## src/rtl/spio_defines.svh

```systemverilog
// register offsets, reset values and widths for the shared pin port
`ifndef SPIO_DEFINES_SVH
`define SPIO_DEFINES_SVH
`define SPIO_WIDTH          16
`define SPIO_OFS_DIR        12'h000
`define SPIO_OFS_LATCH      12'h004
`define SPIO_OFS_LEVEL      12'h008
`define SPIO_OFS_ODRAIN     12'h00C
`define SPIO_OFS_ANALOG     12'h010
`define SPIO_OFS_SET_LATCH  12'h014
`define SPIO_OFS_CLR_LATCH  12'h018
`define SPIO_OFS_OWNER      12'h01C
`define SPIO_RST_DIR        16'hFFFF
`define SPIO_RST_LATCH      16'h0000
`define SPIO_RST_ODRAIN     16'h0000
`define SPIO_RST_ANALOG     16'hFFFF
`define SPIO_IMPL_MASK      16'hFFFF
`define SPIO_ANALOG_MASK    16'hFFFF
`define SPIO_INONLY_MASK    16'h0000
`endif

```

## src/rtl/spio_pkg.sv

```systemverilog
// types for the shared pin port
package spio_pkg;
    typedef enum logic [1:0]
    {
        SPIO_IDLE = 2'b00,
        SPIO_DATA = 2'b01
    } spio_state_t;
    typedef logic [15:0] spio_word_t;
endpackage

```

## src/rtl/spio_pin_mux.sv

```systemverilog
// per-pin output ownership mux, open-drain and input gating
`timescale 1ns/1ps
`default_nettype none
module spio_pin_mux
(
    input  wire logic latch_bit,
    input  wire logic dir_bit,
    input  wire logic odrain_bit,
    input  wire logic analog_bit,
    input  wire logic periph_enable,
    input  wire logic periph_drive,
    input  wire logic periph_out,
    input  wire logic periph_oe,
    input  wire logic pin_in,
    output logic      pin_out,
    output logic      pin_oe,
    output logic      periph_in,
    output logic      level_bit
);
    logic own_periph;
    logic data_sel;
    logic oe_sel;
    always_comb
    begin
        // peripheral owns the pin only while enabled and driving
        own_periph = periph_enable && periph_drive;
        data_sel   = own_periph ? periph_out : latch_bit;
        oe_sel     = own_periph ? periph_oe : !dir_bit;
        // open drain: drive only lows, release instead of high
        pin_out    = odrain_bit ? 1'b0 : data_sel;
        pin_oe     = odrain_bit ? (oe_sel && !data_sel) : oe_sel;
        // analog output keeps driving digital level
        // peripheral sees pin unless the port owns it as an output; open-drain release still reads low
        periph_in  = (oe_sel && !own_periph) ? 1'b0 : pin_in;
        // analog inputs read low
        level_bit  = (analog_bit && dir_bit) ? 1'b0 : pin_in;
    end
endmodule // spio_pin_mux
`default_nettype wire

```

## src/rtl/spio_port.sv

```systemverilog
// shared pin parallel_io port with AHB-Lite register slave
`timescale 1ns/1ps
`default_nettype none
`include "spio_defines.svh"
module spio_port
    import spio_pkg::*;
(
    input  wire logic        clk,
    input  wire logic        reset_n,
    input  wire logic        hsel,
    input  wire logic [11:0] haddr,
    input  wire logic [1:0]  htrans,
    input  wire logic        hwrite,
    input  wire logic [2:0]  hsize,
    input  wire logic [31:0] hwdata,
    input  wire logic        hready,
    output logic      [31:0] hrdata,
    output logic             hreadyout,
    output logic             hresp,
    input  wire logic [15:0] periph_enable,
    input  wire logic [15:0] periph_drive,
    input  wire logic [15:0] periph_out,
    input  wire logic [15:0] periph_oe,
    output logic      [15:0] periph_in,
    input  wire logic [15:0] pin_in,
    output logic      [15:0] pin_out,
    output logic      [15:0] pin_oe,
    output logic      [15:0] analog_select
);
    spio_state_t state;
    spio_state_t next_state;
    spio_word_t  dir;
    spio_word_t  next_dir;
    spio_word_t  latch;
    spio_word_t  next_latch;
    spio_word_t  odrain;
    spio_word_t  next_odrain;
    spio_word_t  analog;
    spio_word_t  next_analog;
    spio_word_t  level_sync;
    spio_word_t  level_raw;
    spio_word_t  own_word;
    logic [11:0] addr_q;
    logic [11:0] next_addr_q;
    logic        wr_q;
    logic        next_wr_q;
    logic [31:0] next_hrdata;
    logic        take;
    spio_word_t  wdata;
    spio_word_t  impl;
    spio_word_t  pin_out_raw;
    spio_word_t  pin_oe_raw;
    spio_word_t  periph_in_raw;
    spio_word_t  next_level_sync;
    spio_word_t  gate_en;
    spio_word_t  inonly;
    spio_word_t  analog_eff;
    spio_word_t  rd_word;
    logic [11:0] rd_addr;
    logic        rd_take;
    logic        hit_dir;
    logic        hit_latch;
    logic        hit_level;
    logic        hit_odrain;
    logic        hit_analog;
    logic        hit_set;
    logic        hit_clr;

    assign impl       = `SPIO_IMPL_MASK;
    assign inonly     = `SPIO_INONLY_MASK;
    assign hreadyout  = 1'b1;
    assign hresp      = 1'b0;
    assign take       = hsel && hready && htrans[1];
    assign rd_take    = take && !hwrite;
    assign rd_addr    = {haddr[11:2], 2'b00};
    assign wdata      = hwdata[15:0] & impl;
    // input-only sharers never compete for the output
    assign gate_en    = periph_enable & ~inonly;
    assign own_word   = gate_en & periph_drive;
    assign analog_eff = analog & `SPIO_ANALOG_MASK;

    genvar i;
    generate
        for (i = 0; i < `SPIO_WIDTH; i++)
        begin : g_pin
            spio_pin_mux u_mux
            (
                .latch_bit     (latch[i]),
                .dir_bit       (dir[i]),
                .odrain_bit    (odrain[i]),
                .analog_bit    (analog[i]),
                .periph_enable (gate_en[i]),
                .periph_drive  (periph_drive[i]),
                .periph_out    (periph_out[i]),
                .periph_oe     (periph_oe[i]),
                .pin_in        (pin_in[i]),
                .pin_out       (pin_out_raw[i]),
                .pin_oe        (pin_oe_raw[i]),
                .periph_in     (periph_in_raw[i]),
                .level_bit     (level_raw[i])
            );
        end
    endgenerate

    // unimplemented bits never drive and never reach peripherals
    assign pin_out       = pin_out_raw & impl;
    assign pin_oe        = pin_oe_raw & impl;
    assign periph_in     = periph_in_raw & impl & ~analog_eff;
    assign analog_select = analog_eff;

    // bus phase tracking; the slave never stretches, so every data phase is one cycle
    always_comb
    begin
        next_state  = state;
        next_addr_q = addr_q;
        next_wr_q   = 1'b0;
        case (state)
            SPIO_IDLE, SPIO_DATA:
            begin
                if (take)
                begin
                    next_addr_q = rd_addr;
                    next_wr_q   = hwrite;
                    next_state  = SPIO_DATA;
                end
                else
                begin
                    next_state = SPIO_IDLE;
                end
            end
            default:
            begin
                next_state = SPIO_IDLE;
            end
        endcase
    end

    always_ff @(posedge clk or negedge reset_n)
    begin
        if (!reset_n)
        begin
            state  <= SPIO_IDLE;
            addr_q <= 12'h000;
            wr_q   <= 1'b0;
        end
        else
        begin
            state  <= next_state;
            addr_q <= next_addr_q;
            wr_q   <= next_wr_q;
        end
    end

    // write strobes in the data phase, when hwdata stands
    always_comb
    begin
        hit_dir    = 1'b0;
        hit_latch  = 1'b0;
        hit_level  = 1'b0;
        hit_odrain = 1'b0;
        hit_analog = 1'b0;
        hit_set    = 1'b0;
        hit_clr    = 1'b0;
        if (wr_q)
        begin
            case (addr_q)
                `SPIO_OFS_DIR:       hit_dir    = 1'b1;
                `SPIO_OFS_LATCH:     hit_latch  = 1'b1;
                `SPIO_OFS_LEVEL:     hit_level  = 1'b1;
                `SPIO_OFS_ODRAIN:    hit_odrain = 1'b1;
                `SPIO_OFS_ANALOG:    hit_analog = 1'b1;
                `SPIO_OFS_SET_LATCH: hit_set    = 1'b1;
                `SPIO_OFS_CLR_LATCH: hit_clr    = 1'b1;
                // owner status is read-only; it and unmapped offsets ignore writes
                default:             hit_dir    = 1'b0;
            endcase
        end
    end

    always_comb
    begin
        next_dir    = dir;
        next_latch  = latch;
        next_odrain = odrain;
        next_analog = analog;
        if (hit_dir)
        begin
            next_dir = wdata;
        end
        if (hit_latch || hit_level)
        begin
            // a pin level write lands in the latch, never on the pins
            next_latch = wdata;
        end
        // set and clear touch only the bits written as ones
        if (hit_set)
        begin
            next_latch = latch | wdata;
        end
        if (hit_clr)
        begin
            next_latch = latch & ~wdata;
        end
        if (hit_odrain)
        begin
            next_odrain = wdata;
        end
        if (hit_analog)
        begin
            next_analog = wdata & `SPIO_ANALOG_MASK;
        end
    end

    // reset leaves every pin not owned by a peripheral an input, and selects analog on all
    always_ff @(posedge clk or negedge reset_n)
    begin
        if (!reset_n)
        begin
            dir    <= `SPIO_RST_DIR;
            latch  <= `SPIO_RST_LATCH;
            odrain <= `SPIO_RST_ODRAIN;
            analog <= `SPIO_RST_ANALOG;
        end
        else
        begin
            dir    <= next_dir;
            latch  <= next_latch;
            odrain <= next_odrain;
            analog <= next_analog;
        end
    end

    // eight registers: dir, latch, level, odrain, analog, set, clear, owner
    // read word picked in the address phase, registered for the data phase
    always_comb
    begin
        rd_word     = 16'h0000;
        next_hrdata = hrdata;
        case (rd_addr)
            `SPIO_OFS_DIR:    rd_word = dir;
            `SPIO_OFS_LATCH:  rd_word = latch;
            `SPIO_OFS_LEVEL:  rd_word = level_sync;
            `SPIO_OFS_ODRAIN: rd_word = odrain;
            `SPIO_OFS_ANALOG: rd_word = analog;
            `SPIO_OFS_OWNER:  rd_word = own_word;
            default:          rd_word = 16'h0000;
        endcase
        // unimplemented bits read zero whatever the register holds
        if (rd_take)
        begin
            next_hrdata = {16'h0000, rd_word & impl};
        end
    end

    always_ff @(posedge clk or negedge reset_n)
    begin
        if (!reset_n)
        begin
            hrdata <= 32'h00000000;
        end
        else
        begin
            hrdata <= next_hrdata;
        end
    end

    // one sampling stage on the pins; software waits a cycle after writes
    always_comb
    begin
        next_level_sync = level_raw;
    end

    always_ff @(posedge clk or negedge reset_n)
    begin
        if (!reset_n)
        begin
            level_sync <= 16'h0000;
        end
        else
        begin
            level_sync <= next_level_sync;
        end
    end
endmodule // spio_port
`default_nettype wire

```

## config.mk

```make
export PLATFORM = sky130hd
export DESIGN_NAME = spio_port
export DESIGN_NICKNAME = d
export VERILOG_FILES = /design/src/rtl/spio_pkg.sv /design/src/rtl/spio_pin_mux.sv /design/src/rtl/spio_port.sv
export VERILOG_INCLUDE_DIRS = /design/src /design/src/rtl
export SDC_FILE = /design/constraint.sdc
export NUM_CORES = 1
export LEC_CHECK = 0
export BUFFER_PORTS_ARGS = -buffer_cell sky130_fd_sc_hd__buf_2
export CAP_MARGIN = 20
export CORE_ASPECT_RATIO = 1.2
export CORE_MARGIN = 2
export CORE_UTILIZATION = 45
export CTS_CLUSTER_SIZE = 12
export DETAILED_ROUTE_END_ITERATION = 6
export PLACE_DENSITY_LB_ADDON = 0.1
export SYNTH_ARGS = -nofsm -noshare
export SYNTH_HDL_FRONTEND = slang
export SYNTH_SLANG_ARGS = --single-unit
```

## constraint.sdc

```tcl
create_clock -name clk -period 1.76 [get_ports clk]
set_input_delay 0.264 -clock clk [delete_from_list [all_inputs] [get_ports clk]]
set_output_delay 0.264 -clock clk [all_outputs]
set_load 0.01 [all_outputs]
```

Word level (Yosys, flattened, before mapping)
Index checks and enable logic that the tools add are counted.

Eq/ne operators: 12. Multiplexer cells: 118. Bitwise gates (word level): 6. Reduce and logical (&&, ||, !) cells: 123.

Operator list (count): 1-bit two-way mux (113); 16-bit one-hot mux with 6 select lines (1); 1-bit logical AND (67); 10-bit by 3-bit == test with 1-bit output (second input constant) (5); 1-bit zero test (49); 16-bit bitwise AND (3); 16-bit two-way mux (3); 10-bit by 2-bit == test with 1-bit output (second input constant) (4); 16-bit inverter (2); 12-bit zero test (2); 10-bit by 1-bit == test with 1-bit output (second input constant) (2); 16-bit bitwise OR (1); 3-bit nonzero test (1); 2-bit by 1-bit == test with 1-bit output (second input constant) (1); 2-bit zero test (1); 2-bit two-way mux (1); 2-bit AND reduction (1); 2-bit OR reduction (1); 1-bit logical OR (1).

Flip-flop bits (word level): 109. Input bits: 134. Output and inout bits: 98. Logic and storage cells: 268.

Depth between registers and ports, before layout
Depth after elaboration: 7. Gate-level depth with buffers: 6. Depth with buffers taken out: 4.

By module
From an unflattened synthesis, not the netlist that was laid out.

Cell total of the unflattened synthesis: 555. Area, all modules: 6000.8 µm².

Modules (own cells, without submodules): spio_port (instances 1, cells each 411, area an instance 5079.9 µm², seq. area each 2717.6 µm²); spio_pin_mux (instances 16, cells each 9, area an instance 57.6 µm², seq. area each 0.0 µm²).

Worst setup path before layout
Ideal clock, no wire load.

Path type: reg2reg. From: reg addr_q[9]. To: reg dir[10]. Library setup time: 82 ps. Arrival time: 1852 ps. Data required time: 1678 ps. Path slack: -174 ps. Cell stages (with the launch flop): 7. Buffers on the path: 2. Period minus slack after synthesis: 1934 ps. Cell sequence: dfrtp_1 > or4_4 > nor2_8 > and3_1 > buf_4 > buf_6 > mux2_2.

Longest elaborated chain between the ends: 3.

Ends and longest elaborated chain: start, declared (line spio_port.sv:43) `logic [11:0] addr_q;`; start signal, assigned (line spio_port.sv:149) `addr_q <= next_addr_q;`; 12-bit zero test (line spio_port.sv:166) `case (addr_q)`; 1-bit two-way mux (line spio_port.sv:166); 1-bit two-way mux (line spio_port.sv:164) `if (wr_q)`; end signal, assigned (line spio_port.sv:219) `` dir <= `SPIO_RST_DIR; ``; end signal, assigned (line spio_port.sv:226) `dir <= next_dir;`; end, declared (line spio_port.sv:32) `spio_word_t dir;`.

Every way passes these cells. A chain may end at the register's enable or synchronous reset.

Worst setup path in the final report
From: reg addr_q[9]. To: reg dir[5].

The elaborated chain is that of the path after synthesis.

==> key figures <==
Hold path
  – Worst Hold Class: input port to async pin

Detailed routing
  – Drt pass-1 iters: 6
  – Vias per inst: 5.46
  – Post-route antenna net violation count: 0
  – Drt drc: 0
  – Wire per inst: 17.8 um
  – WL final: 15.9 mm
  – Vias post-DR: 4874
  – DRT iter0 DRCs: 198

Placed design
  – Place WS: -0.184 ns
  – PortBufs: 191
  – Dpl hpwl: 11.8 mm
  – Gpl congestion: 0.822
  – Placed Area: 7130 um2
  – Dpl cells: 874

Critical path
  – Critical Path Source Type: register
  – CP max FO: 6
  – CP Data Arrival Time: 2.19 ns
  – Worst path slowest cell: or4_4
  – Crit path buf inv count: 1
  – Crit end category: register
  – CP delay by family, top: simple AND/OR/NAND/NOR gates
  – WP data required: 2.03 ns
  – Crit path kind: register to register
  – Slowest stage delay, CP: 0.60 ns
  – Crit path cell chain: or4_4 > nor2_8 > and3_4 > buf_12 > mux2_4

Finish
  – Fin area: 7570 um2
  – Cell Count, Final, Fillers Out: 893
  – Final nets: 851
  – Ant diodes: 0
  – Area grow syn2layout: 21.9%
  – Share of cells above drive strength 1: 50.3%

Flow run
  – Max-cap violation count: 0

Die
  – Die area: 14800 um2
  – I/O pins: 232
  – Die X: 111 um
  – Row count: 47
  – Initial Utilization: 45.5%
  – Core Box Area: 13600 um2
  – Die height: 133 um

STA
  – Hold WS: -0.0810 ns
  – Fin Setup TNS: -6.86 ns
  – Max Clock Freq: 0.520 GHz
  – PnR worst setup slack: -0.162 ns
  – Final min period: 1.92 ns
  – Tcrit/Tclk final: 109%
  – RSZ-0062 raised after global routing: yes
  – Setup violation total in the final timing report: 64
  – Slew @ Worst Pin: 0.601 ns
  – Final hold violations: 21
  – Final Max Slew Viols: 0
  – Layout Skew: 0.00661 ns
  – Max_slew headroom: 59.9%

Logic synthesis
  – Syn Std Cell Area: 6210 um2
  – Post-synthesis register bit count: 107
  – Area share of the largest cell type after synthesis: 30.2%
  – Syn_area_per_cell: 11.3 um2
  – Mapped Cells: 550
  – Most common cell in the netlist: dfrtp_1
  – Top_reg_cell synth: dfrtp_1
  – Number of synthesized flops with an enable pin: 0
  – Ys async rst share: 100%
  – Warnings from Yosys: 0
  – Cell accounting for the most synthesized area: dfrtp_1
  – Main area contributors after synthesis: dfrtp_1 (30%), dfstp_2 (14%), mux2_2 (9.8%)
  – Commonest cells in the netlist: dfrtp_1 (75), buf_4 (67), mux2_2 (54), dfstp_2 (32), nor2_1 (32)
  – Netlist cell types: 52
  – Sequential share of the synthesized area: 43.8%

Clocking
  – CTS Sinks: 107
  – Clock Path Buffers: 2
  – Total CTS buffers: 9
  – CTS tree: yes
  – Clock root cell: clkbuf_16
  – CTS H-tree depth: 3
  – Worst-path clk slew: 0.07 ns
  – Worst-skew pair later-pin latency: 0.35 ns

GRT
  – First-pass GRT wire length: 25.3 mm
  – GRT Resource Usage Total: 21.4%
  – Vias in the first global route: 4868
  – Remaining Overflow, GRT: 0
  – Initial antenna violation count: 0
  – Pin count of the biggest net entering global routing: 108

Power
  – Peak VDD IR: 0.000550 V
  – Overall power: 6.00 mW
  – Power per cell area: 793 nW/um2
  – Leak Pwr: 3.69 nW

Status
  – Failing checks: negative hold slack, negative setup slack
  – Status: finished with violations
-- what timing repair did --
action	in CTS	in global routing
buffers inserted	2	0
setup endpoints to repair	57	64
gates cloned	0	1
hold buffers	0	0
gates resized for setup	7	8
pin swaps	4	3
-- cell families after synthesis --
| group | synth area share (%) |
|---|---|
| simple gates | 10.3 |
| compound gates | 15.8 |
| other cells | 0.121 |
| mux | 17.8 |
| buf+inv | 12.1 |
| xor+xnor | 0.141 |
| flops | 43.8 |
-- where the power goes --
group	internal [mW]	switching [mW]	total [mW]
Clock	1.42	0.858	2.28
Sequential	2.64	0.140	2.78
Combinational	0.451	0.485	0.936
-- layout by cell type (no fill, tap or decap), drive strengths merged, types with 6 or more instances in the layout --
cell	synthesis	layout
and3	11	11
dfrtp	75	75
dfstp	32	32
a22o	16	16
mux4	7	7
o22a	10	10
o21ai	26	26
clkbuf	10	12
nand2	30	30
a21boi	16	16
inv	12	12
nor2	33	33
buf	77	227
a21oi	23	23
mux2i	18	18
nor3b	16	16
conb	2	18
a221oi	8	8
a31oi	6	6
a32oi	8	8
mux2	66	66
o31ai	7	7
nor2b	6	6
-- final cells by class --
| type | count | area [um2] |
|---|---|---|
| Inverter | 13 | 48.8 |
| Fill cell | 1207 | 6080 |
| Clock buffer | 11 | 243 |
| Clock inverter | 5 | 100 |
| Timing Repair Buffer | 228 | 1370 |
| Multi-Input combinational cell | 358 | 2880 |
| Sequential cell | 107 | 2720 |
| Tap cell | 171 | 214 |
-- final timing paths --
kind	from	endpoint	slack [ns]	depth (start not counted)
max	addr_q[9]	dir[5]	-0.16	5
min	reset_n	wr_q	-0.08	2
max reg2reg	addr_q[9]	dir[5]	-0.16	5
min reg2reg	level_sync[0]	hrdata[0]	0.47	2
max in group asynchronous	reset_n	odrain[10]	1.33	2
min in group clk	hwrite	wr_q	0.13	3
-- through the flow --
step,utilization [%],hold WS (ns)
2_1_floorplan,-,-0.0316
3_3_place_gp,52.2,0.382
3_5_place_dp,52.2,0.379
4_1_cts,55.1,0.00739
5_1_grt,55.5,0.00360
6_report,55.5,-0.0810
-- sequential cells by signal, indices dropped and copies added, names as in the netlist --
signal / count
analog_select: 16
dir: 16
hrdata: 16
latch: 16
level_sync: 16
odrain: 16
addr_q: 10
wr_q: 1
-- routing by layer --
layer	GRT usage [%]	up-vias	wire length, um
met5	0	-	0
met1	27.2	2431	6850
met4	6.72	0	204
li1	-	2290	-
met2	38.0	141	8150
met3	2.79	12	660
No activity file was read; power rests on OpenSTA's default activity.
